===== src/verilog/pcl_params.svh =====
`ifndef PCL_PARAMS_SVH
`define PCL_PARAMS_SVH

// ----------------------------------------------------------------
// Clock and line timing
// ----------------------------------------------------------------
`define PCL_CLK_MHZ 200
`define PCL_BIT_NS 500
`define PCL_BIT_CYC (`PCL_BIT_NS * `PCL_CLK_MHZ / 1000)
`define PCL_LOBE_CYC (`PCL_BIT_CYC / 4)
`define PCL_BLANK_CYC (`PCL_LOBE_CYC * 3 / 2)
`define PCL_DBL_CYC (`PCL_LOBE_CYC * 3)
`define PCL_RESP_LAT_NS 2000
`define PCL_RESP_LAT_CYC (`PCL_RESP_LAT_NS * `PCL_CLK_MHZ / 1000)
`define PCL_BURST_GAP_NS 4000
`define PCL_BURST_GAP_CYC ((`PCL_BURST_GAP_NS * `PCL_CLK_MHZ + 999) / 1000)
`define PCL_WAKE_GAP_TX_US 1000
`define PCL_WAKE_GAP_MAX_US 2000

// ----------------------------------------------------------------
// Frame and check byte
// ----------------------------------------------------------------
`define PCL_FRAME_BITS 48
`define PCL_CRC_POLY 8'h2f
`define PCL_CRC_INIT 8'h42
`define PCL_INIT_REG 7'h01
`define PCL_INIT_FWD_BIT 6

// ----------------------------------------------------------------
// Register offsets and fields
// ----------------------------------------------------------------
`define PCL_REG_CTRL 5'h00
`define PCL_REG_STAT 5'h04
`define PCL_REG_MASK_A 5'h08
`define PCL_REG_MASK_B 5'h0c
`define PCL_REG_MASK_C 5'h10
`define PCL_REG_MSGC 5'h14
`define PCL_CTRL_FWD 8
`define PCL_CTRL_WSEL_MASK 9
`define PCL_STAT_ERR 0

`endif


===== src/verilog/pcl_pkg.sv =====
package pcl_pkg;

	typedef struct packed {
		logic pos;
		logic neg;
	} pcl_line_t;

	typedef enum logic [1:0] {SYM_ONE, SYM_ZERO, SYM_OPEN, SYM_CLOSE} pcl_sym_t;

	typedef enum logic [1:0] {
		CMD_NOP = 2'h0,
		CMD_READ = 2'h1,
		CMD_WRITE = 2'h2,
		CMD_GLOBAL = 2'h3
	} pcl_cmd_t;

	typedef struct packed {
		logic [15:0] data;
		logic rsp;
		logic [6:0] addr;
		logic [1:0] rsv_a;
		logic [5:0] id;
		logic [3:0] cnt;
		logic [1:0] rsv_b;
		pcl_cmd_t cmd;
		logic [7:0] crc;
	} pcl_frame_t;

	typedef struct packed {
		logic [15:0] a;
		logic [15:0] b;
		logic [15:0] c;
	} pcl_wake_ev_t;

	typedef struct packed {
		logic read;
		logic write;
		logic [4:0] address;
		logic [31:0] writedata;
	} pcl_av_req_t;

	typedef enum logic [2:0] {
		TX_IDLE, TX_WAIT, TX_OPEN, TX_BITS, TX_CLOSE
	} pcl_tx_st_t;

endpackage : pcl_pkg


===== src/verilog/pcl_link.sv =====
`timescale 1ns/1ps
`include "pcl_params.svh"
module pcl_link #(
	parameter int unsigned WAKE_GAP_TX_CYC =
		`PCL_WAKE_GAP_TX_US * `PCL_CLK_MHZ,
	parameter int unsigned WAKE_GAP_MAX_CYC =
		`PCL_WAKE_GAP_MAX_US * `PCL_CLK_MHZ
)(
	input wire logic mclk_i,
	input wire logic rst_n_i,
	input wire pcl_pkg::pcl_av_req_t av_req_i,
	output logic [31:0] av_readdata_o,
	output logic av_waitrequest_o,
	input wire pcl_pkg::pcl_line_t [1:0] rx_i,
	output pcl_pkg::pcl_line_t tx_o,
	output logic [1:0] tx_en_o,
	output logic [1:0] term_en_o,
	input wire logic wake_select_input_i,
	input wire logic sleep_i,
	input wire pcl_pkg::pcl_wake_ev_t wake_event_i,
	output logic wake_o,
	output logic sleep_fallback_o,
	output logic [6:0] reg_rd_addr_o,
	input wire logic [15:0] reg_rd_data_i,
	output logic reg_wr_o,
	output logic [6:0] reg_wr_addr_o,
	output logic [15:0] reg_wr_data_o
);

	localparam logic [6:0] BLANK = 7'(`PCL_BLANK_CYC);
	localparam logic [6:0] DBL = 7'(`PCL_DBL_CYC);
	localparam logic [7:0] LEN_BIT = 8'(`PCL_BIT_CYC);
	localparam logic [7:0] LOBE = 8'(`PCL_LOBE_CYC);
	localparam logic [5:0] LAST_BIT = 6'(`PCL_FRAME_BITS - 1);

	function automatic logic [7:0] pcl_crc8(input logic [39:0] d);
		logic [7:0] c;
		c = `PCL_CRC_INIT;
		for (int i = 39; i >= 0; i--)
		begin
			c = {c[6:0], 1'b0} ^ ((c[7] ^ d[i]) ? `PCL_CRC_POLY : 8'h00);
		end
		return c;
	endfunction : pcl_crc8

	// ----------------------------------------------------------------
	// Symbol decoders, index 0 lower port, 1 upper port
	// ----------------------------------------------------------------
	logic [1:0] rx_sv;
	pcl_pkg::pcl_sym_t rx_sym [2];

	for (genvar gp = 0; gp < 2; gp++)
	begin : g_port
		logic [1:0] s1_q, s2_q, s3_q;
		logic [6:0] gap_q;
		logic pend_q, ph_q, sv_q;
		pcl_pkg::pcl_sym_t sym_q;
		logic start;

		always_ff @(posedge mclk_i or negedge rst_n_i)
		begin
			if (!rst_n_i)
			begin
				s1_q <= 2'h0;
				s2_q <= 2'h0;
				s3_q <= 2'h0;
			end
			else
			begin
				s1_q <= {rx_i[gp].pos, rx_i[gp].neg};
				s2_q <= s1_q;
				s3_q <= s2_q;
			end
		end

		// Second lobe of a pulse falls inside the blank window
		assign start = (|(s2_q & ~s3_q)) && (gap_q >= BLANK);

		always_ff @(posedge mclk_i or negedge rst_n_i)
		begin
			if (!rst_n_i)
			begin
				gap_q <= 7'h7f;
				pend_q <= 1'b0;
				ph_q <= 1'b0;
				sv_q <= 1'b0;
				sym_q <= pcl_pkg::SYM_ONE;
			end
			else
			begin
				sv_q <= 1'b0;
				if (gap_q != 7'h7f)
					gap_q <= gap_q + 7'h01;
				if (start)
				begin
					gap_q <= 7'h00;
					ph_q <= s2_q[1];
					pend_q <= !(pend_q && gap_q < DBL);
					if (pend_q)
					begin
						sv_q <= 1'b1;
						if (gap_q < DBL)
							sym_q <= ph_q ? pcl_pkg::SYM_OPEN : pcl_pkg::SYM_CLOSE;
						else
							sym_q <= ph_q ? pcl_pkg::SYM_ONE : pcl_pkg::SYM_ZERO;
					end
				end
				else if (pend_q && gap_q == DBL)
				begin
					sv_q <= 1'b1;
					pend_q <= 1'b0;
					sym_q <= ph_q ? pcl_pkg::SYM_ONE : pcl_pkg::SYM_ZERO;
				end
			end
		end

		assign rx_sv[gp] = sv_q;
		assign rx_sym[gp] = sym_q;
	end

	// ----------------------------------------------------------------
	// Frame assembly
	// ----------------------------------------------------------------
	logic in_frame_q, fr_port_q;
	logic [5:0] fr_cnt_q;
	logic [47:0] fr_sh_q;
	logic acc_p, acc_v, fr_end, fr_ok, fr_bad;
	pcl_pkg::pcl_sym_t acc_s;
	pcl_pkg::pcl_frame_t fr;

	// Lower port wins when both open together
	assign acc_p = in_frame_q ? fr_port_q : !rx_sv[0];
	assign acc_v = rx_sv[acc_p];
	assign acc_s = rx_sym[acc_p];
	assign fr = pcl_pkg::pcl_frame_t'(fr_sh_q);
	assign fr_end = acc_v && acc_s == pcl_pkg::SYM_CLOSE && in_frame_q;
	assign fr_ok = fr_end && fr_cnt_q == 6'(`PCL_FRAME_BITS)
		&& pcl_crc8(fr_sh_q[47:8]) == fr.crc;
	assign fr_bad = fr_end && !fr_ok && !sleep_i;

	always_ff @(posedge mclk_i or negedge rst_n_i)
	begin
		if (!rst_n_i)
		begin
			in_frame_q <= 1'b0;
			fr_port_q <= 1'b0;
			fr_cnt_q <= 6'h00;
			fr_sh_q <= 48'h0;
		end
		else if (acc_v)
		begin
			unique case (acc_s)
				pcl_pkg::SYM_OPEN:
				begin
					in_frame_q <= 1'b1;
					fr_port_q <= acc_p;
					fr_cnt_q <= 6'h00;
				end
				pcl_pkg::SYM_CLOSE:
					in_frame_q <= 1'b0;
				pcl_pkg::SYM_ONE, pcl_pkg::SYM_ZERO:
				begin
					if (in_frame_q)
					begin
						fr_sh_q <= {fr_sh_q[46:0], acc_s == pcl_pkg::SYM_ONE};
						if (fr_cnt_q != 6'h3f)
							fr_cnt_q <= fr_cnt_q + 6'h01;
					end
				end
			endcase
		end
	end

	// ----------------------------------------------------------------
	// Command decode
	// ----------------------------------------------------------------
	logic [5:0] node_id_q;
	logic fwd_en_q, wsel_mask_q;
	logic valid_req, do_read, do_wr;

	assign valid_req = fr_ok && !sleep_i && !fr.rsp;
	assign do_read = valid_req && fr.cmd == pcl_pkg::CMD_READ
		&& fr.id == node_id_q;
	assign do_wr = valid_req && ((fr.cmd == pcl_pkg::CMD_WRITE
		&& fr.id == node_id_q) || fr.cmd == pcl_pkg::CMD_GLOBAL);

	always_ff @(posedge mclk_i or negedge rst_n_i)
	begin
		if (!rst_n_i)
		begin
			reg_wr_o <= 1'b0;
			reg_wr_addr_o <= 7'h00;
			reg_wr_data_o <= 16'h0000;
		end
		else
		begin
			reg_wr_o <= do_wr;
			if (do_wr)
			begin
				reg_wr_addr_o <= fr.addr;
				reg_wr_data_o <= fr.data;
			end
		end
	end

	// ----------------------------------------------------------------
	// Register slave
	// ----------------------------------------------------------------
	logic ack_q, wr_take, err_flag_q;
	logic [7:0] err_cnt_q;
	logic [3:0] msg_cnt_q;
	logic [15:0] mask_a_q, mask_b_q, mask_c_q;
	logic [31:0] rd_mux;
	logic [31:0] wd;
	logic [4:0] wa;

	// One wait state per access; data stands on the release edge
	assign av_waitrequest_o = (av_req_i.read || av_req_i.write) && !ack_q;
	assign wr_take = av_req_i.write && !av_waitrequest_o;
	assign wd = av_req_i.writedata;
	assign wa = av_req_i.address;

	always_comb
	begin
		rd_mux = 32'h0;
		unique case (wa)
			`PCL_REG_CTRL: rd_mux = {22'h0, wsel_mask_q, fwd_en_q, 2'h0,
				node_id_q};
			`PCL_REG_STAT: rd_mux = {16'h0, err_cnt_q, 7'h00, err_flag_q};
			`PCL_REG_MASK_A: rd_mux = {16'h0, mask_a_q};
			`PCL_REG_MASK_B: rd_mux = {16'h0, mask_b_q};
			`PCL_REG_MASK_C: rd_mux = {16'h0, mask_c_q};
			`PCL_REG_MSGC: rd_mux = {28'h0, msg_cnt_q};
			default: rd_mux = 32'h0;
		endcase
	end

	always_ff @(posedge mclk_i or negedge rst_n_i)
	begin
		if (!rst_n_i)
		begin
			ack_q <= 1'b0;
			av_readdata_o <= 32'h0;
		end
		else
		begin
			ack_q <= (av_req_i.read || av_req_i.write) && !ack_q;
			if (av_req_i.read && !ack_q)
				av_readdata_o <= rd_mux;
		end
	end

	always_ff @(posedge mclk_i or negedge rst_n_i)
	begin
		if (!rst_n_i)
		begin
			node_id_q <= 6'h00;
			fwd_en_q <= 1'b0;
			wsel_mask_q <= 1'b0;
		end
		else
		begin
			if (wr_take && wa == `PCL_REG_CTRL)
			begin
				if (wd[5:0] != 6'h00)
					node_id_q <= wd[5:0];
				fwd_en_q <= wd[`PCL_CTRL_FWD];
				wsel_mask_q <= wd[`PCL_CTRL_WSEL_MASK];
			end
			if (do_wr && fr.addr == `PCL_INIT_REG)
			begin
				if (fr.data[5:0] != 6'h00)
					node_id_q <= fr.data[5:0];
				fwd_en_q <= fr.data[`PCL_INIT_FWD_BIT];
			end
		end
	end

	// Masks clear at reset so internal wake starts disabled
	always_ff @(posedge mclk_i or negedge rst_n_i)
	begin
		if (!rst_n_i)
		begin
			mask_a_q <= 16'h0000;
			mask_b_q <= 16'h0000;
			mask_c_q <= 16'h0000;
		end
		else if (wr_take)
		begin
			if (wa == `PCL_REG_MASK_A)
				mask_a_q <= wd[15:0];
			if (wa == `PCL_REG_MASK_B)
				mask_b_q <= wd[15:0];
			if (wa == `PCL_REG_MASK_C)
				mask_c_q <= wd[15:0];
		end
	end

	always_ff @(posedge mclk_i or negedge rst_n_i)
	begin
		if (!rst_n_i)
		begin
			err_flag_q <= 1'b0;
			err_cnt_q <= 8'h00;
		end
		else
		begin
			if (wr_take && wa == `PCL_REG_STAT && wd[`PCL_STAT_ERR])
				err_flag_q <= 1'b0;
			// Set after clear so a same-cycle error survives
			if (fr_bad)
			begin
				err_flag_q <= 1'b1;
				if (err_cnt_q != 8'hff)
					err_cnt_q <= err_cnt_q + 8'h01;
			end
		end
	end

	// ----------------------------------------------------------------
	// Wake handling
	// ----------------------------------------------------------------
	logic ws1_q, ws2_q, ws3_q, ev_q, ev_any, wk_pend_q;
	logic wake_req_q, wake_take;
	logic [1:0] wake_mask_q;
	logic [31:0] wk_cnt_q;
	logic wk_first;

	assign ev_any = |(wake_event_i.a & mask_a_q) | |(wake_event_i.b & mask_b_q)
		| |(wake_event_i.c & mask_c_q);
	assign wk_first = sleep_i && fr_end && !wk_pend_q;

	always_ff @(posedge mclk_i or negedge rst_n_i)
	begin
		if (!rst_n_i)
		begin
			ws1_q <= 1'b0;
			ws2_q <= 1'b0;
			ws3_q <= 1'b0;
			ev_q <= 1'b0;
		end
		else
		begin
			ws1_q <= wake_select_input_i;
			ws2_q <= ws1_q;
			ws3_q <= ws2_q;
			ev_q <= ev_any;
		end
	end

	always_ff @(posedge mclk_i or negedge rst_n_i)
	begin
		if (!rst_n_i)
		begin
			wake_req_q <= 1'b0;
			wake_mask_q <= 2'h0;
		end
		else
		begin
			if (wake_take)
				wake_req_q <= 1'b0;
			if (ev_any && !ev_q)
			begin
				wake_req_q <= 1'b1;
				wake_mask_q <= 2'h3;
			end
			else if (wk_first)
			begin
				wake_req_q <= 1'b1;
				wake_mask_q <= fr_port_q ? 2'h1 : 2'h2;
			end
		end
	end

	always_ff @(posedge mclk_i or negedge rst_n_i)
	begin
		if (!rst_n_i)
		begin
			wk_pend_q <= 1'b0;
			wk_cnt_q <= 32'h0;
			wake_o <= 1'b0;
			sleep_fallback_o <= 1'b0;
		end
		else
		begin
			wake_o <= sleep_i && (ws2_q ^ ws3_q) && !wsel_mask_q;
			sleep_fallback_o <= 1'b0;
			wk_cnt_q <= wk_cnt_q + 32'h1;
			if (wk_first)
			begin
				wk_pend_q <= 1'b1;
				wk_cnt_q <= 32'h0;
			end
			else if (wk_pend_q && fr_end)
			begin
				wk_pend_q <= 1'b0;
				wake_o <= 1'b1;
			end
			else if (wk_pend_q && wk_cnt_q >= WAKE_GAP_MAX_CYC)
			begin
				wk_pend_q <= 1'b0;
				sleep_fallback_o <= 1'b1;
			end
		end
	end

	// ----------------------------------------------------------------
	// Frame transmitter
	// ----------------------------------------------------------------
	pcl_pkg::pcl_tx_st_t tx_st_q;
	logic tx_wake_q, tx_second_q, enc_busy_q, hold_v_q;
	logic [1:0] tx_mask_q, hold_mask_q, enc_mask_q;
	logic [31:0] tx_wait_q;
	logic [47:0] tx_sh_q;
	logic [5:0] tx_bit_q;
	logic [6:0] rsp_left_q, rd_addr_q;
	logic [7:0] enc_t_q, enc_len_q;
	pcl_pkg::pcl_sym_t hold_sym_q, enc_sym_q, fsm_sym;
	pcl_pkg::pcl_frame_t rf;
	logic fsm_req, fwd_ok, enc_go, enc_free;

	// Next symbol takes over on the last cycle, so a bit stays 100 cycles
	assign enc_free = !enc_busy_q || enc_t_q == enc_len_q - 8'h01;
	assign fsm_req = enc_free && (tx_st_q == pcl_pkg::TX_OPEN
		|| tx_st_q == pcl_pkg::TX_BITS || tx_st_q == pcl_pkg::TX_CLOSE);
	assign fsm_sym = tx_st_q == pcl_pkg::TX_OPEN ? pcl_pkg::SYM_OPEN
		: tx_st_q == pcl_pkg::TX_CLOSE ? pcl_pkg::SYM_CLOSE
		: tx_sh_q[47] ? pcl_pkg::SYM_ONE : pcl_pkg::SYM_ZERO;
	assign fwd_ok = fwd_en_q && node_id_q != 6'h00 && !sleep_i
		&& tx_st_q == pcl_pkg::TX_IDLE;
	assign enc_go = fsm_req || (enc_free && hold_v_q);
	assign wake_take = wake_req_q && tx_st_q == pcl_pkg::TX_IDLE;
	assign reg_rd_addr_o = rf.addr;

	always_comb
	begin
		rf = '0;
		rf.data = reg_rd_data_i;
		rf.rsp = 1'b1;
		rf.addr = rd_addr_q;
		rf.id = node_id_q;
		rf.cnt = msg_cnt_q;
		rf.cmd = pcl_pkg::CMD_READ;
		rf.crc = pcl_crc8(rf[47:8]);
	end

	// One-symbol hold absorbs decode skew between close and last bit
	always_ff @(posedge mclk_i or negedge rst_n_i)
	begin
		if (!rst_n_i)
		begin
			hold_v_q <= 1'b0;
			hold_sym_q <= pcl_pkg::SYM_ONE;
			hold_mask_q <= 2'h0;
		end
		else
		begin
			if (!fsm_req && enc_free)
				hold_v_q <= 1'b0;
			if (acc_v && fwd_ok)
			begin
				hold_v_q <= 1'b1;
				hold_sym_q <= acc_s;
				hold_mask_q <= acc_p ? 2'h1 : 2'h2;
			end
		end
	end

	always_ff @(posedge mclk_i or negedge rst_n_i)
	begin
		if (!rst_n_i)
			msg_cnt_q <= 4'h0;
		else if (fsm_req && tx_st_q == pcl_pkg::TX_OPEN && !tx_wake_q)
			msg_cnt_q <= msg_cnt_q + 4'h1;
	end

	always_ff @(posedge mclk_i or negedge rst_n_i)
	begin
		if (!rst_n_i)
		begin
			tx_st_q <= pcl_pkg::TX_IDLE;
			tx_wake_q <= 1'b0;
			tx_second_q <= 1'b0;
			tx_mask_q <= 2'h0;
			tx_wait_q <= 32'h0;
			tx_sh_q <= 48'h0;
			tx_bit_q <= 6'h00;
			rsp_left_q <= 7'h00;
			rd_addr_q <= 7'h00;
		end
		else
		begin
			unique case (tx_st_q)
				pcl_pkg::TX_IDLE:
				begin
					if (wake_take)
					begin
						tx_wake_q <= 1'b1;
						tx_second_q <= 1'b1;
						tx_mask_q <= wake_mask_q;
						tx_st_q <= pcl_pkg::TX_OPEN;
					end
					else if (do_read)
					begin
						tx_wake_q <= 1'b0;
						rsp_left_q <= (fr.data[6:0] == 7'h00) ? 7'h01
							: fr.data[6:0];
						rd_addr_q <= fr.addr;
						tx_mask_q <= fr_port_q ? 2'h2 : 2'h1;
						tx_wait_q <= `PCL_RESP_LAT_CYC;
						tx_st_q <= pcl_pkg::TX_WAIT;
					end
				end
				pcl_pkg::TX_WAIT:
				begin
					if (!enc_busy_q && !hold_v_q)
					begin
						if (tx_wait_q == 32'h0)
						begin
							if (!tx_wake_q)
								tx_sh_q <= rf;
							tx_st_q <= pcl_pkg::TX_OPEN;
						end
						else
							tx_wait_q <= tx_wait_q - 32'h1;
					end
				end
				pcl_pkg::TX_OPEN:
				begin
					if (fsm_req)
					begin
						tx_bit_q <= 6'h00;
						tx_st_q <= tx_wake_q ? pcl_pkg::TX_CLOSE
							: pcl_pkg::TX_BITS;
					end
				end
				pcl_pkg::TX_BITS:
				begin
					if (fsm_req)
					begin
						tx_sh_q <= {tx_sh_q[46:0], 1'b0};
						tx_bit_q <= tx_bit_q + 6'h01;
						if (tx_bit_q == LAST_BIT)
							tx_st_q <= pcl_pkg::TX_CLOSE;
					end
				end
				pcl_pkg::TX_CLOSE:
				begin
					if (fsm_req)
					begin
						tx_st_q <= pcl_pkg::TX_IDLE;
						if (tx_wake_q && tx_second_q)
						begin
							tx_second_q <= 1'b0;
							tx_wait_q <= WAKE_GAP_TX_CYC;
							tx_st_q <= pcl_pkg::TX_WAIT;
						end
						else if (!tx_wake_q && rsp_left_q > 7'h01)
						begin
							rsp_left_q <= rsp_left_q - 7'h01;
							rd_addr_q <= rd_addr_q + 7'h01;
							tx_wait_q <= `PCL_BURST_GAP_CYC;
							tx_st_q <= pcl_pkg::TX_WAIT;
						end
					end
				end
				default:
					tx_st_q <= pcl_pkg::TX_IDLE;
			endcase
		end
	end

	// ----------------------------------------------------------------
	// Pulse encoder, one symbol at a time on the ports set in its mask
	// ----------------------------------------------------------------
	logic [2:0] lobe, n_lobe;
	logic ph_pos, lobe_on;

	assign lobe = 3'(enc_t_q / LOBE);
	assign ph_pos = enc_sym_q == pcl_pkg::SYM_OPEN
		|| enc_sym_q == pcl_pkg::SYM_ONE;
	assign n_lobe = (enc_sym_q == pcl_pkg::SYM_OPEN
		|| enc_sym_q == pcl_pkg::SYM_CLOSE) ? 3'h4 : 3'h2;
	assign lobe_on = enc_busy_q && lobe < n_lobe;
	assign term_en_o = ~tx_en_o;

	always_ff @(posedge mclk_i or negedge rst_n_i)
	begin
		if (!rst_n_i)
		begin
			enc_busy_q <= 1'b0;
			enc_t_q <= 8'h00;
			enc_len_q <= 8'h00;
			enc_sym_q <= pcl_pkg::SYM_ONE;
			enc_mask_q <= 2'h0;
			tx_o <= '0;
			tx_en_o <= 2'h0;
		end
		else
		begin
			tx_o.pos <= lobe_on && (lobe[0] ^ ph_pos);
			tx_o.neg <= lobe_on && !(lobe[0] ^ ph_pos);
			tx_en_o <= enc_busy_q ? enc_mask_q : 2'h0;
			if (enc_busy_q && !enc_go)
			begin
				enc_t_q <= enc_t_q + 8'h01;
				if (enc_t_q == enc_len_q - 8'h01)
					enc_busy_q <= 1'b0;
			end
			else if (enc_go)
			begin
				enc_busy_q <= 1'b1;
				enc_t_q <= 8'h00;
				enc_sym_q <= fsm_req ? fsm_sym : hold_sym_q;
				enc_mask_q <= fsm_req ? tx_mask_q : hold_mask_q;
				// Open carries its trailing pause; bit rate fixed by LEN_BIT
				enc_len_q <= ((fsm_req ? fsm_sym : hold_sym_q)
					== pcl_pkg::SYM_OPEN) ? 8'(LEN_BIT * 2) : LEN_BIT;
			end
		end
	end

	// ----------------------------------------------------------------
	// Checks
	// ----------------------------------------------------------------
	a_term_half_dup: assert property (
		@(posedge mclk_i) disable iff (!rst_n_i)
		(tx_en_o & term_en_o) == 2'h0)
		else $error("Termination on while driving");
	a_zero_id_quiet: assert property (
		@(posedge mclk_i) disable iff (!rst_n_i)
		node_id_q == 6'h00 && acc_v |=> !hold_v_q || $past(hold_v_q))
		else $error("Zero identifier forwarded");
	a_fwd_opposite: assert property (
		@(posedge mclk_i) disable iff (!rst_n_i)
		acc_v && fwd_ok |=> hold_mask_q == ($past(acc_p) ? 2'h1 : 2'h2))
		else $error("Forward not to opposite port");
	a_err_count: assert property (
		@(posedge mclk_i) disable iff (!rst_n_i)
		fr_bad && err_cnt_q != 8'hff |=>
		err_flag_q && err_cnt_q == $past(err_cnt_q) + 8'h01)
		else $error("Link error not counted");
	a_write_silent: assert property (
		@(posedge mclk_i) disable iff (!rst_n_i)
		do_wr && tx_st_q == pcl_pkg::TX_IDLE && !wake_take
		|=> tx_st_q == pcl_pkg::TX_IDLE)
		else $error("Write produced a response");
	a_bad_silent: assert property (
		@(posedge mclk_i) disable iff (!rst_n_i)
		fr_bad && tx_st_q == pcl_pkg::TX_IDLE && !wake_take
		|=> tx_st_q == pcl_pkg::TX_IDLE)
		else $error("Corrupted frame answered");
	a_read_start: assert property (
		@(posedge mclk_i) disable iff (!rst_n_i)
		do_read && tx_st_q == pcl_pkg::TX_IDLE && !wake_take
		|=> tx_st_q == pcl_pkg::TX_WAIT && rsp_left_q != 7'h00
		&& tx_mask_q == ($past(fr_port_q) ? 2'h2 : 2'h1))
		else $error("Read not answered on arrival port");
	a_csb_wake: assert property (
		@(posedge mclk_i) disable iff (!rst_n_i)
		sleep_i && (ws2_q ^ ws3_q) && !wsel_mask_q |=> wake_o)
		else $error("Wake select edge missed");
	a_id_nonzero: assert property (
		@(posedge mclk_i) disable iff (!rst_n_i)
		$changed(node_id_q) |-> node_id_q != 6'h00)
		else $error("Zero identifier assigned");
	a_frame_len: assert property (
		@(posedge mclk_i) disable iff (!rst_n_i)
		tx_st_q == pcl_pkg::TX_BITS ##1 tx_st_q == pcl_pkg::TX_CLOSE
		|-> tx_bit_q == 6'(`PCL_FRAME_BITS))
		else $error("Response not 48 bits");

endmodule : pcl_link


===== config.mk =====
export PLATFORM = sky130hd
export DESIGN_NAME = pcl_link
export DESIGN_NICKNAME = d
export VERILOG_FILES = /design/src/verilog/pcl_pkg.sv /design/src/verilog/pcl_link.sv
export VERILOG_INCLUDE_DIRS = /design/src /design/src/verilog
export SDC_FILE = /design/constraint.sdc
export NUM_CORES = 1
export LEC_CHECK = 0
export ABC_AREA = 1
export CELL_PAD_IN_SITES_DETAIL_PLACEMENT = 0
export CELL_PAD_IN_SITES_GLOBAL_PLACEMENT = 1
export CORE_MARGIN = 1.5
export CORE_UTILIZATION = 51
export DETAILED_ROUTE_END_ITERATION = 10
export DONT_BUFFER_PORTS = 1
export PLACE_DENSITY_LB_ADDON = 0.1
export SYNTH_ARGS = -nofsm -noshare
export SYNTH_HDL_FRONTEND = slang
export SYNTH_SLANG_ARGS = --single-unit

===== constraint.sdc =====
create_clock -name mclk_i -period 13.6 [get_ports mclk_i]
set_input_delay 0.68 -clock mclk_i [delete_from_list [all_inputs] [get_ports mclk_i]]
set_output_delay 0.68 -clock mclk_i [all_outputs]
set_load 0.05 [all_outputs]

---- Word level (Yosys, flattened, before mapping) ----
Cells that the tools add are included.
storage, ports and cells
  bits of input ports ..................... 111
  output and inout bits ................... 72
  word-level logic and storage cells ...... 634
  bits in registers ....................... 397
cells by class
  equality and inequality tests ........... 51
  add/sub/neg operators ................... 12
  reduce and logical (&&, ||, !) cells .... 126
  multiplexer cells ....................... 206
  $lt $le $gt $ge ......................... 9
  divide/modulo/power cells ............... 1
  bitwise operators ....................... 165
operators with widths
  kind                                                                 number
  bitwise XOR 8 x 6 -> 8 bit                                           76
  2-to-1 mux 6 bit                                                     88
  2-to-1 mux 32 bit                                                    8
  2-to-1 mux 48 bit                                                    4
  2-to-1 mux 7 bit                                                     15
  one-hot mux 16 bit (6 select lines)                                  1
  one-hot mux 32 bit (3 select lines)                                  1
  one-hot mux 48 bit (2 select lines)                                  1
  bitwise XOR 1 bit                                                    71
  logical AND 1 bit                                                    49
  AND 16 bit                                                           3
  OR reduction 16 bit                                                  3
  2-to-1 mux 2 bit                                                     23
  2-to-1 mux 1 bit                                                     45
  adder 32 x 1 -> 32 bit, second input constant                        1
  greater-or-equal comparator 32 x 19 -> 1 bit, second input constant  1
  zero test 32 bit                                                     1
  inequality test 2 bit, second input constant                         16
  subtractor 32 x 1 -> 32 bit, second input constant                   1
  2-to-1 mux 3 bit                                                     10
  nonzero test 2 bit                                                   15
  one-hot mux 7 bit (2 select lines)                                   2
  2-to-1 mux 8 bit                                                     3
  one-hot mux 6 bit (2 select lines)                                   2
  56 further kinds                                                     130

---- Depth between registers and ports, before layout ----
Gate-level depths: netlist of the first run.
  depth after elaboration ................. 126
  mapped depth ............................ 57
  depth with buffers taken out ............ 55

---- Worst setup path before layout of the first run ----
OpenSTA, ideal clock, no wires.
  kind .................................... input to register
  start ................................... input reg_rd_data_i[11]
  end ..................................... register tx_sh_q[3]
  path buffers ............................ 0
  arrival time ............................ 4.760 ns
  required time ........................... 13.483 ns
  stages on the path ...................... 38
  slack ................................... 8.722 ns
  cells stage by stage .................... xnor2_2 xor2_2 xor2_2 xor2_2 xor2_1 nand2_1 nand2_2 xor2_1 inv_1 nand2_1 nand2_2 xor2_1 nand3_1 nand2_1 nand2_1 nand2_1 xor2_1 nand3_1 [2 not listed] nand2_1 nand2_1 nand2_1 nand2_1 nand2_2 inv_2 nand2_1 nand2_2 inv_1 nand2_1 nand2_1 nand2_1 nand2_1 nand2_1 nand2_1 nand3_1 nand3_1 nand2_1
on the way
  longest elaborated chain between the ends .. 61
  elaborated cells between the ends (all ways) .. 99
  those cells by class .................... mux (37); bitwise (62)
ends and longest elaborated chain
  item                                                                    line             source
  start, declared                                                         pcl_link.sv:24   input wire logic [15:0] reg_rd_data_i,
  bitwise XOR 1 bit (*)                                                   pcl_link.sv:41   c = {c[6:0], 1'b0} ^ ((c[7] ^ d[i]) ? `PCL_CRC_POLY : 8'h00);
  2-to-1 mux 6 bit (*)                                                    pcl_link.sv:41
  bitwise XOR 8 x 6 -> 8 bit (*) (3 in series)                            pcl_link.sv:41
  bitwise XOR 1 bit / bitwise XOR 8 x 6 -> 8 bit (equally long branches)  pcl_link.sv:41
  2-to-1 mux 6 bit / bitwise XOR 8 x 6 -> 8 bit (equally long branches)   pcl_link.sv:41
  bitwise XOR 8 x 6 -> 8 bit (*) (3 in series)                            pcl_link.sv:41
  bitwise XOR 1 bit (tied with other cells)                               pcl_link.sv:41
  2-to-1 mux 6 bit / bitwise XOR 8 x 6 -> 8 bit (equally long branches)   pcl_link.sv:41
  [37 not listed]                                                         n/a
  2-to-1 mux 6 bit (tied with other cells)                                pcl_link.sv:41
  bitwise XOR 8 x 6 -> 8 bit (*) (3 in series)                            pcl_link.sv:41
  2-to-1 mux 6 bit / bitwise XOR 8 x 6 -> 8 bit (equally long branches)   pcl_link.sv:41
  bitwise XOR 8 x 6 -> 8 bit (*) (3 in series)                            pcl_link.sv:41
  2-to-1 mux 48 bit (*)                                                   pcl_link.sv:520  if (!tx_wake_q)
  2-to-1 mux 48 bit (*)                                                   pcl_link.sv:518  if (tx_wait_q == 32'h0)
  2-to-1 mux 48 bit (*)                                                   pcl_link.sv:516  if (!enc_busy_q && !hold_v_q)
  one-hot mux 48 bit (2 select lines) (*)                                 pcl_link.sv:493  unique case (tx_st_q)
  end signal, assigned                                                    pcl_link.sv:521  tx_sh_q <= rf;
  end signal, assigned                                                    pcl_link.sv:541  tx_sh_q <= {tx_sh_q[46:0], 1'b0};
  end, declared                                                           pcl_link.sv:414  logic [47:0] tx_sh_q;
Every way passes the cells marked *; elsewhere a longest branch is shown, timed or not. The select of a mux whose other input is x is not followed.
A chain may end at the register's enable or synchronous reset.

---- Worst setup path after layout of the first run ----
  start ................................... register fr_sh_q[38] (netlist: fr[38])
  end ..................................... register tx_wait_q[1]
on the way
  longest elaborated chain between the ends .. 61
  elaborated cells between the ends (all ways) .. 95
  those cells by class .................... eq/ne (2); mux (28); bitwise (59); reduce/logical (6)
ends and longest elaborated chain
  item                                          line             source
  start, declared                               pcl_link.sv:126  logic [47:0] fr_sh_q;
  start signal, assigned                        pcl_link.sv:165  fr_sh_q <= {fr_sh_q[46:0], acc_s == pcl_pkg::SYM_ONE};
  bitwise XOR 1 bit (*)                         pcl_link.sv:41
  2-to-1 mux 6 bit (*)                          pcl_link.sv:41
  bitwise XOR 8 x 6 -> 8 bit (*) (3 in series)  pcl_link.sv:41
  bitwise XOR 1 bit                             pcl_link.sv:41
  2-to-1 mux 6 bit                              pcl_link.sv:41
  bitwise XOR 8 x 6 -> 8 bit (*) (3 in series)  pcl_link.sv:41
  bitwise XOR 1 bit                             pcl_link.sv:41
  2-to-1 mux 6 bit                              pcl_link.sv:41
  [40 not listed]                               n/a
  bitwise XOR 8 x 6 -> 8 bit (*)                pcl_link.sv:41
  equality test 8 bit (*)                       pcl_link.sv:138  && pcl_crc8(fr_sh_q[47:8]) == fr.crc;
  logical AND 1 bit (*)                         pcl_link.sv:137  assign fr_ok = fr_end && fr_cnt_q == 6'(`PCL_FRAME_BITS)
  logical AND 1 bit (*) (2 in series)           pcl_link.sv:181  assign valid_req = fr_ok && !sleep_i && !fr.rsp;
  logical AND 1 bit (*)                         pcl_link.sv:182  assign do_read = valid_req && fr.cmd == pcl_pkg::CMD_READ
  logical AND 1 bit (*)                         pcl_link.sv:183  && fr.id == node_id_q;
  inequality test 2 bit (no source line) (*)    n/a
  AND reduction 7 bit (no source line) (*)      n/a
  end signal, assigned                          pcl_link.sv:510  tx_wait_q <= `PCL_RESP_LAT_CYC;
  end signal, assigned                          pcl_link.sv:525  tx_wait_q <= tx_wait_q - 32'h1;
  end signal, assigned                          pcl_link.sv:562  tx_wait_q <= `PCL_BURST_GAP_CYC;
  end, declared                                 pcl_link.sv:413  logic [31:0] tx_wait_q;
Every way passes the cells marked *; elsewhere a longest branch is shown, timed or not.

==> results of run 1 <==
-- cell families (layout without fill, tap and decap cells) --
group	count (synthesis)	count (layout)	share of synthesized area
AND/OR/NAND/NOR	1777	1777	0.328
buffers and inverters	490	494	0.0845
AO/OA/AOI/OAI	465	465	0.115
flip-flops	376	376	0.402
XOR/XNOR	143	143	0.0563
adder cells (fa/ha/maj)	24	24	0.0128
other	1	16	0.000160
multiplexers	1	1	0.000427
-- critical path: cells and delay by family, from the launching register on --
family / cells / cell delay, ns
AO/OA/AOI/OAI: 1 / 0.08
flip-flops: 1 / 0.43
buffers and inverters: 5 / 0.55
AND/OR/NAND/NOR: 44 / 5.39
-- final timing paths --
check,start,to,cells past startpoint
worst max-delay path,fr[38]$_DFFE_PN0P_,tx_wait_q[1]$_DFFE_PN0P_,50
worst min-delay path,wake_select_input_i,ws1_q$_DFF_PN0_,0
worst max register to register,fr[38]$_DFFE_PN0P_,tx_wait_q[1]$_DFFE_PN0P_,50
worst min register to register,ws1_q$_DFF_PN0_,ws2_q$_DFF_PN0_,0
max in group asynchronous,rst_n_i,wk_cnt_q[10]$_DFF_PN0_,3
min in group asynchronous,rst_n_i,tx_sh_q[42]$_DFFE_PN0P_,2
-- synth_stat cells (9+ instances only) --
| cell | instances | share of area |
|---|---|---|
| a21oi_1 | 57 | 0.012 |
| a221oi_1 | 20 | 0.0075 |
| a31oi_1 | 24 | 0.0064 |
| buf_2 | 9 | 0.0019 |
| buf_4 | 19 | 0.0061 |
| clkbuf_1 | 50 | 0.0080 |
| dfrtp_1 | 362 | 0.39 |
| dfstp_2 | 14 | 0.016 |
| ha_1 | 24 | 0.013 |
| inv_1 | 386 | 0.062 |
| inv_2 | 9 | 0.0014 |
| nand2_1 | 1040 | 0.17 |
| nand2_2 | 68 | 0.018 |
| nand2_4 | 11 | 0.0053 |
| nand3_1 | 304 | 0.065 |
| nand3_2 | 9 | 0.0038 |
| nand4_1 | 34 | 0.0091 |
| nor2_1 | 214 | 0.034 |
| nor2_2 | 9 | 0.0024 |
| nor3_1 | 35 | 0.0075 |
| nor4_1 | 16 | 0.0043 |
| o211ai_1 | 20 | 0.0064 |
| o21ai_0 | 222 | 0.047 |
| o21ai_1 | 45 | 0.0096 |
| o21ai_2 | 17 | 0.0064 |
| o22ai_1 | 16 | 0.0043 |
| or2_2 | 15 | 0.0040 |
| xnor2_1 | 36 | 0.013 |
| xor2_1 | 99 | 0.037 |
-- cells in the final DEF (no fill, tap or decap), drive strengths merged, types with 36 or more instances in the layout --
master  instances
a21oi          58
clkbuf         61
dfrtp         362
inv           397
nand2        1119
nand3         313
nor2          224
nor3           36
o21ai         284
xnor2          38
xor2          104
-- registers in the layout (all words and copies together), names as in the netlist, 7 cells and up --
| signal | flops |
|---|---|
| av_readdata_o | 16 |
| enc_t_q | 8 |
| err_cnt_q | 8 |
| fr | 48 |
| g_port.gap_q | 14 |
| mask_a_q | 16 |
| mask_b_q | 16 |
| mask_c_q | 16 |
| reg_rd_addr_o | 7 |
| reg_wr_addr_o | 7 |
| reg_wr_data_o | 16 |
| rsp_left_q | 7 |
| tx_sh_q | 48 |
| tx_wait_q | 32 |
| wk_cnt_q | 32 |
-- area by class of cell --
class	instances	area, sq um
fill	4369	19900
multi-input combinational	2426	12100
sequential	376	9430
inverter	402	1510
clock buffer	61	1290
tap	600	751
clock inverter	18	248
timing repair buffer	13	163
-- metrics by stage --
step / utilization / hold WS, ns / cells / setup slack, ns
after global routing: 0.562 / 0.116 / 3896 / 6.05
final: 0.562 / 0.133 / 3896 / 6.99
after floorplan: - / 0.331 / 3292 / 8.72
after global placement: 0.526 / 0.333 / 3812 / 7.16
after CTS: 0.560 / 0.0950 / 3893 / 6.98
after detailed placement: 0.526 / 0.343 / 3812 / 7.04
-- what timing repair did --
item,4_1_cts,5_1_grt
setup buffers,0,0
hold buffers,2,1
hold endpoints to repair,362,10
gates resized for setup,0,0
endpoints found under the setup margin,0,0
-- per-layer routing --
layer | GRT usage | vias to the layer above
met5 | 0 | -
met2 | 0.422 | 450
li1 | - | 10500
met4 | 0.0833 | 0
met1 | 0.366 | 9878
met3 | 0.0372 | 110
==> run metrics, run 1 <==
first-pass GRT wire length 101,000 um; remaining global-route overflow 0; # port buffers 0; number of diodes added for antenna fixing 0; longest individual stage delay on the worst path 0.64 ns; Nets 3,398; largest net degree at the start of global routing 363; portion of the post-synthesis area used by sequential elements 0.402; kind of critical path reg2reg; number of placed I/O pins 183; buffer depth of the longest clock path 3; Post-synth EDFFs 0; effective utilization at floorplan 0.516; arrival time reported for the critical path endpoint 7.03 ns; clock latency at the later pin of the worst-skew pair 0.58 ns; worst hold path type in2reg; setup repair after global routing missed its margin false; share of flip-flops with an asynchronous set or reset 1.00; crit end category flop; master of the slowest instance on the critical path nand2_2; Max-Slew Margin vs Limit 0.245; sum of negative setup slack 0 ns; post-synthesis cell count 3,277; routed wire length 61,300 um; top fanout value on the critical path 58; reg-to-reg setup timing slack 6.99 ns; launching element type of the critical path flop; maximum frequency from static timing analysis 151 MHz; most used cell, CP nand2_1; result of the run complete, no violations; period utilisation layout 0.486; count of pins over their slew limit 0; share of final-layout standard cells stronger than drive strength 1 0.0771; number of iterations in the first detailed-routing pass 5; top layer in use met4; die height 217 um; Routed WL per cell 15.7 um; Detail Route met2 WL 28,200 um; H-Tree Level Count 2; Iter 0 DRT Violations 1,490; All-Layer GR Usage 0.263; TritonCTS Buffers 44; yosys warns 0; wl on met1 28,700 um; number of nets with antenna violations after routing 0; HPWL Detailed 44,600 um; MaxCap Viol Count 0; DIE WIDTH 217 um; number of DRC violations after detailed routing 0; clock root cell clkbuf_16; vias in the first global route 19,900; clock period minus worst slack 6.61 ns; worst slew pin tran 1.12 ns; number of antenna violations at the first check in global routing 0; required time of the critical path 14.02 ns; vias per cell 5.38; most frequently used flop master after synthesis dfrtp_1; Placed Instance Area 0.0238 sq mm; Via Count 20,900; Setup violations, final 0; clock tree from TritonCTS yes; last weighted congestion value of the routability-driven placer 0.898; syn avg cell area 7.15 sq um; Setup Skew 0.0251 ns; placeable core area 0.0454 sq mm; total die area 0.0472 sq mm; number of hold-slack violations in the final timing report 0; total standard cell area after synthesis 0.0234 sq mm; finished layout cell area 0.0255 sq mm; Yosys reg bits 376; wire length on met3 2850 um; number of sinks driven by the clock tree 376; post-synthesis to final-layout area growth 8.80%; Row Count 78; Distinct cells, synth 66; clock-pin transition on the worst setup and hold timing paths 0.06 ns
Power of run 1 is not shown: default switching activity piles up to over one toggle a cycle in this logic, so the estimate is an artifact.
==> inputs of run 2 (changes only) <==
Settings changed: CORE_UTILIZATION 51 to 43.
Clock period 13.6 ns to 5.6 ns, I/O delays scaled along.
==> run metrics, run 2 (synthesis results as in run 1) <==
number of iterations in the first detailed-routing pass 6 (+1); commonest non-fill, non-tap cell in the layout nand2_1; H-Tree Level Count 2 (unchanged); kind of critical path reg2reg; GRT met1 Usage 0.325 (-0.0413); clock period minus worst slack 5.55 ns (-1.07 ns); Setup violations, final 0 (unchanged); count of pins over their slew limit 0 (unchanged); period utilisation layout 0.991 (+0.504); placeable core area 0.0538 sq mm (+19%); setup repair after global routing missed its margin true; number of sinks driven by the clock tree 376 (unchanged); HPWL Detailed 46,600 um (+4.4%); final-layout fill cell count 5,168 (+18%); number of DRC violations after detailed routing 0 (unchanged); Setup Skew 0.0193 ns (-0.00571 ns); die height 236 um (+8.8%); largest net degree at the start of global routing 377 (+3.9%); clock root cell clkbuf_16; Iter 0 DRT Violations 1,193 (-20%); longest individual stage delay on the worst path 0.46 ns (-0.18 ns); first-pass GRT wire length 107,000 um (+5.6%); smallest hold slack -0.605 ns (-0.738 ns); Nets 3,565 (+4.9%); master of the slowest instance on the critical path dfrtp_2; worst slew pin tran 1.09 ns (-0.0289 ns); grt met3 use 0.0379 (+0.000740); most used cell, CP nand2_4; required time of the critical path 6.08 ns (-7.94 ns); post-cts hold buffer count 39 (+37); number of placed I/O pins 183 (unchanged); crit end category flop; remaining global-route overflow 0 (unchanged); Max-Slew Margin vs Limit 0.264 (+0.0196); vias per cell 5.20 (-3.2%); buffer depth of the longest clock path 3 (unchanged); clock-pin transition on the worst setup and hold timing paths 0.06 ns (about the same); arrival time reported for the critical path endpoint 6.03 ns (-1.00 ns); launching element type of the critical path flop; highest-count cells in the layout ignoring fill and taps 845 x nand2_1, 365 x inv_1, 357 x dfrtp_1, 250 x nand3_1, 220 x o21ai_0; number of hold-slack violations in the final timing report 376 (+376); routed wire length 67,800 um (+11%); met2 GRT Util 0.380 (-0.0414); # port buffers 0 (unchanged); result of the run finished, violations left; maximum frequency from static timing analysis 180 MHz (+19%); share of the core filled with cells in the final layout 0.537 (-0.0249); number of antenna violations at the first check in global routing 0 (unchanged); share of final-layout standard cells stronger than drive strength 1 0.198 (+0.121); DIE WIDTH 236 um (+8.8%); last weighted congestion value of the routability-driven placer 0.850 (-5.3%); top fanout value on the critical path 8 (-86%); Row Count 85 (+9.0%); effective utilization at floorplan 0.435 (-0.0809); MaxCap Viol Count 0 (unchanged); Via Count 21,600 (+3.4%); post-synthesis to final-layout area growth 23.3%; worst-case reg-to-reg path depth 53 (+6.0%); Routed WL per cell 16.3 um (+3.6%); clock tree from TritonCTS yes; violated checks negative hold slack; clock latency at the later pin of the worst-skew pair 0.60 ns (+0.02 ns); total die area 0.0559 sq mm (+18%); TritonCTS Buffers 46 (+4.5%); global routing's busiest layer met2; number of diodes added for antenna fixing 0 (unchanged); number of nets with antenna violations after routing 0 (unchanged); vias in the first global route 20,300 (+2.0%); worst hold path type in2async; All-Layer GR Usage 0.234 (-0.0284)
run 2: per-stage QoR:
step                setup WS (ns)  instances  TNS (ns)  instance area, sq um
floorplan                   0.802       3292         0                 23500
global placement           -0.158       3985     -7.12                 24600
detailed placement         -0.223       3985    -13.33                 24600
CTS                       0.00412       4118         0                 26900
global route               -0.357       4161    -26.04                 28900
finish                     0.0518       4161         0                 28900
run 2: path summary, 6_finish.rpt:
check	start	end	slack [ns]
worst max-delay path	fr[44]$_DFFE_PN0P_	tx_wait_q[31]$_DFFE_PN0P_	0.05
worst min-delay path	rst_n_i	tx_sh_q[42]$_DFFE_PN0P_	-0.61
worst max register to register	fr[44]$_DFFE_PN0P_	tx_wait_q[31]$_DFFE_PN0P_	0.05
worst min register to register	g_port[0].s1_q[0]$_DFF_PN0_	g_port[0].s2_q[0]$_DFF_PN0_	0.35
max in group asynchronous	rst_n_i	fr[44]$_DFFE_PN0P_	5.60
min in group mclk_i	sleep_i	tx_wake_q$_DFFE_PN0P_	0.10
run 2: layout make-up:
class                   instances  area (sq um)  area share
multi-input cells            2429         13800       0.478
flip-flops and latches        376          9430       0.327
repair buffers                175          1670      0.0578
inverters                     402          1540      0.0534
clock buffers                  59          1260      0.0436
well taps                     696           871      0.0302
clock inverters                24           294      0.0102
run 2: timing repair:
item                                   4_1_cts  5_1_grt
setup buffers                                9       35
endpoints found under the hold margin      458      376
cloned                                       2       10
setup endpoints to repair                   89       92
pin swaps                                   14      173
resized for setup                           65      414
run 2: worst max-delay path: cells and delay by family (launching register included):
kind / cells / cell delay (ns)
AOI/OAI and AO/OA: 1 / 0.05
buffers and inverters: 8 / 0.91
and+or+nand+nor: 44 / 3.97
DFF: 1 / 0.46
run 2: layer usage:
layer / part of all wire / vias to the layer above / routed length (um)
met2: 0.47 / 390 / 32200
met5: 0 / - / 0
met1: 0.46 / 10300 / 31200
li1: - / 10900 / -
met4: 0.021 / 0 / 1440
met3: 0.045 / 96 / 3030
Power of run 2 is left out for the same reason.
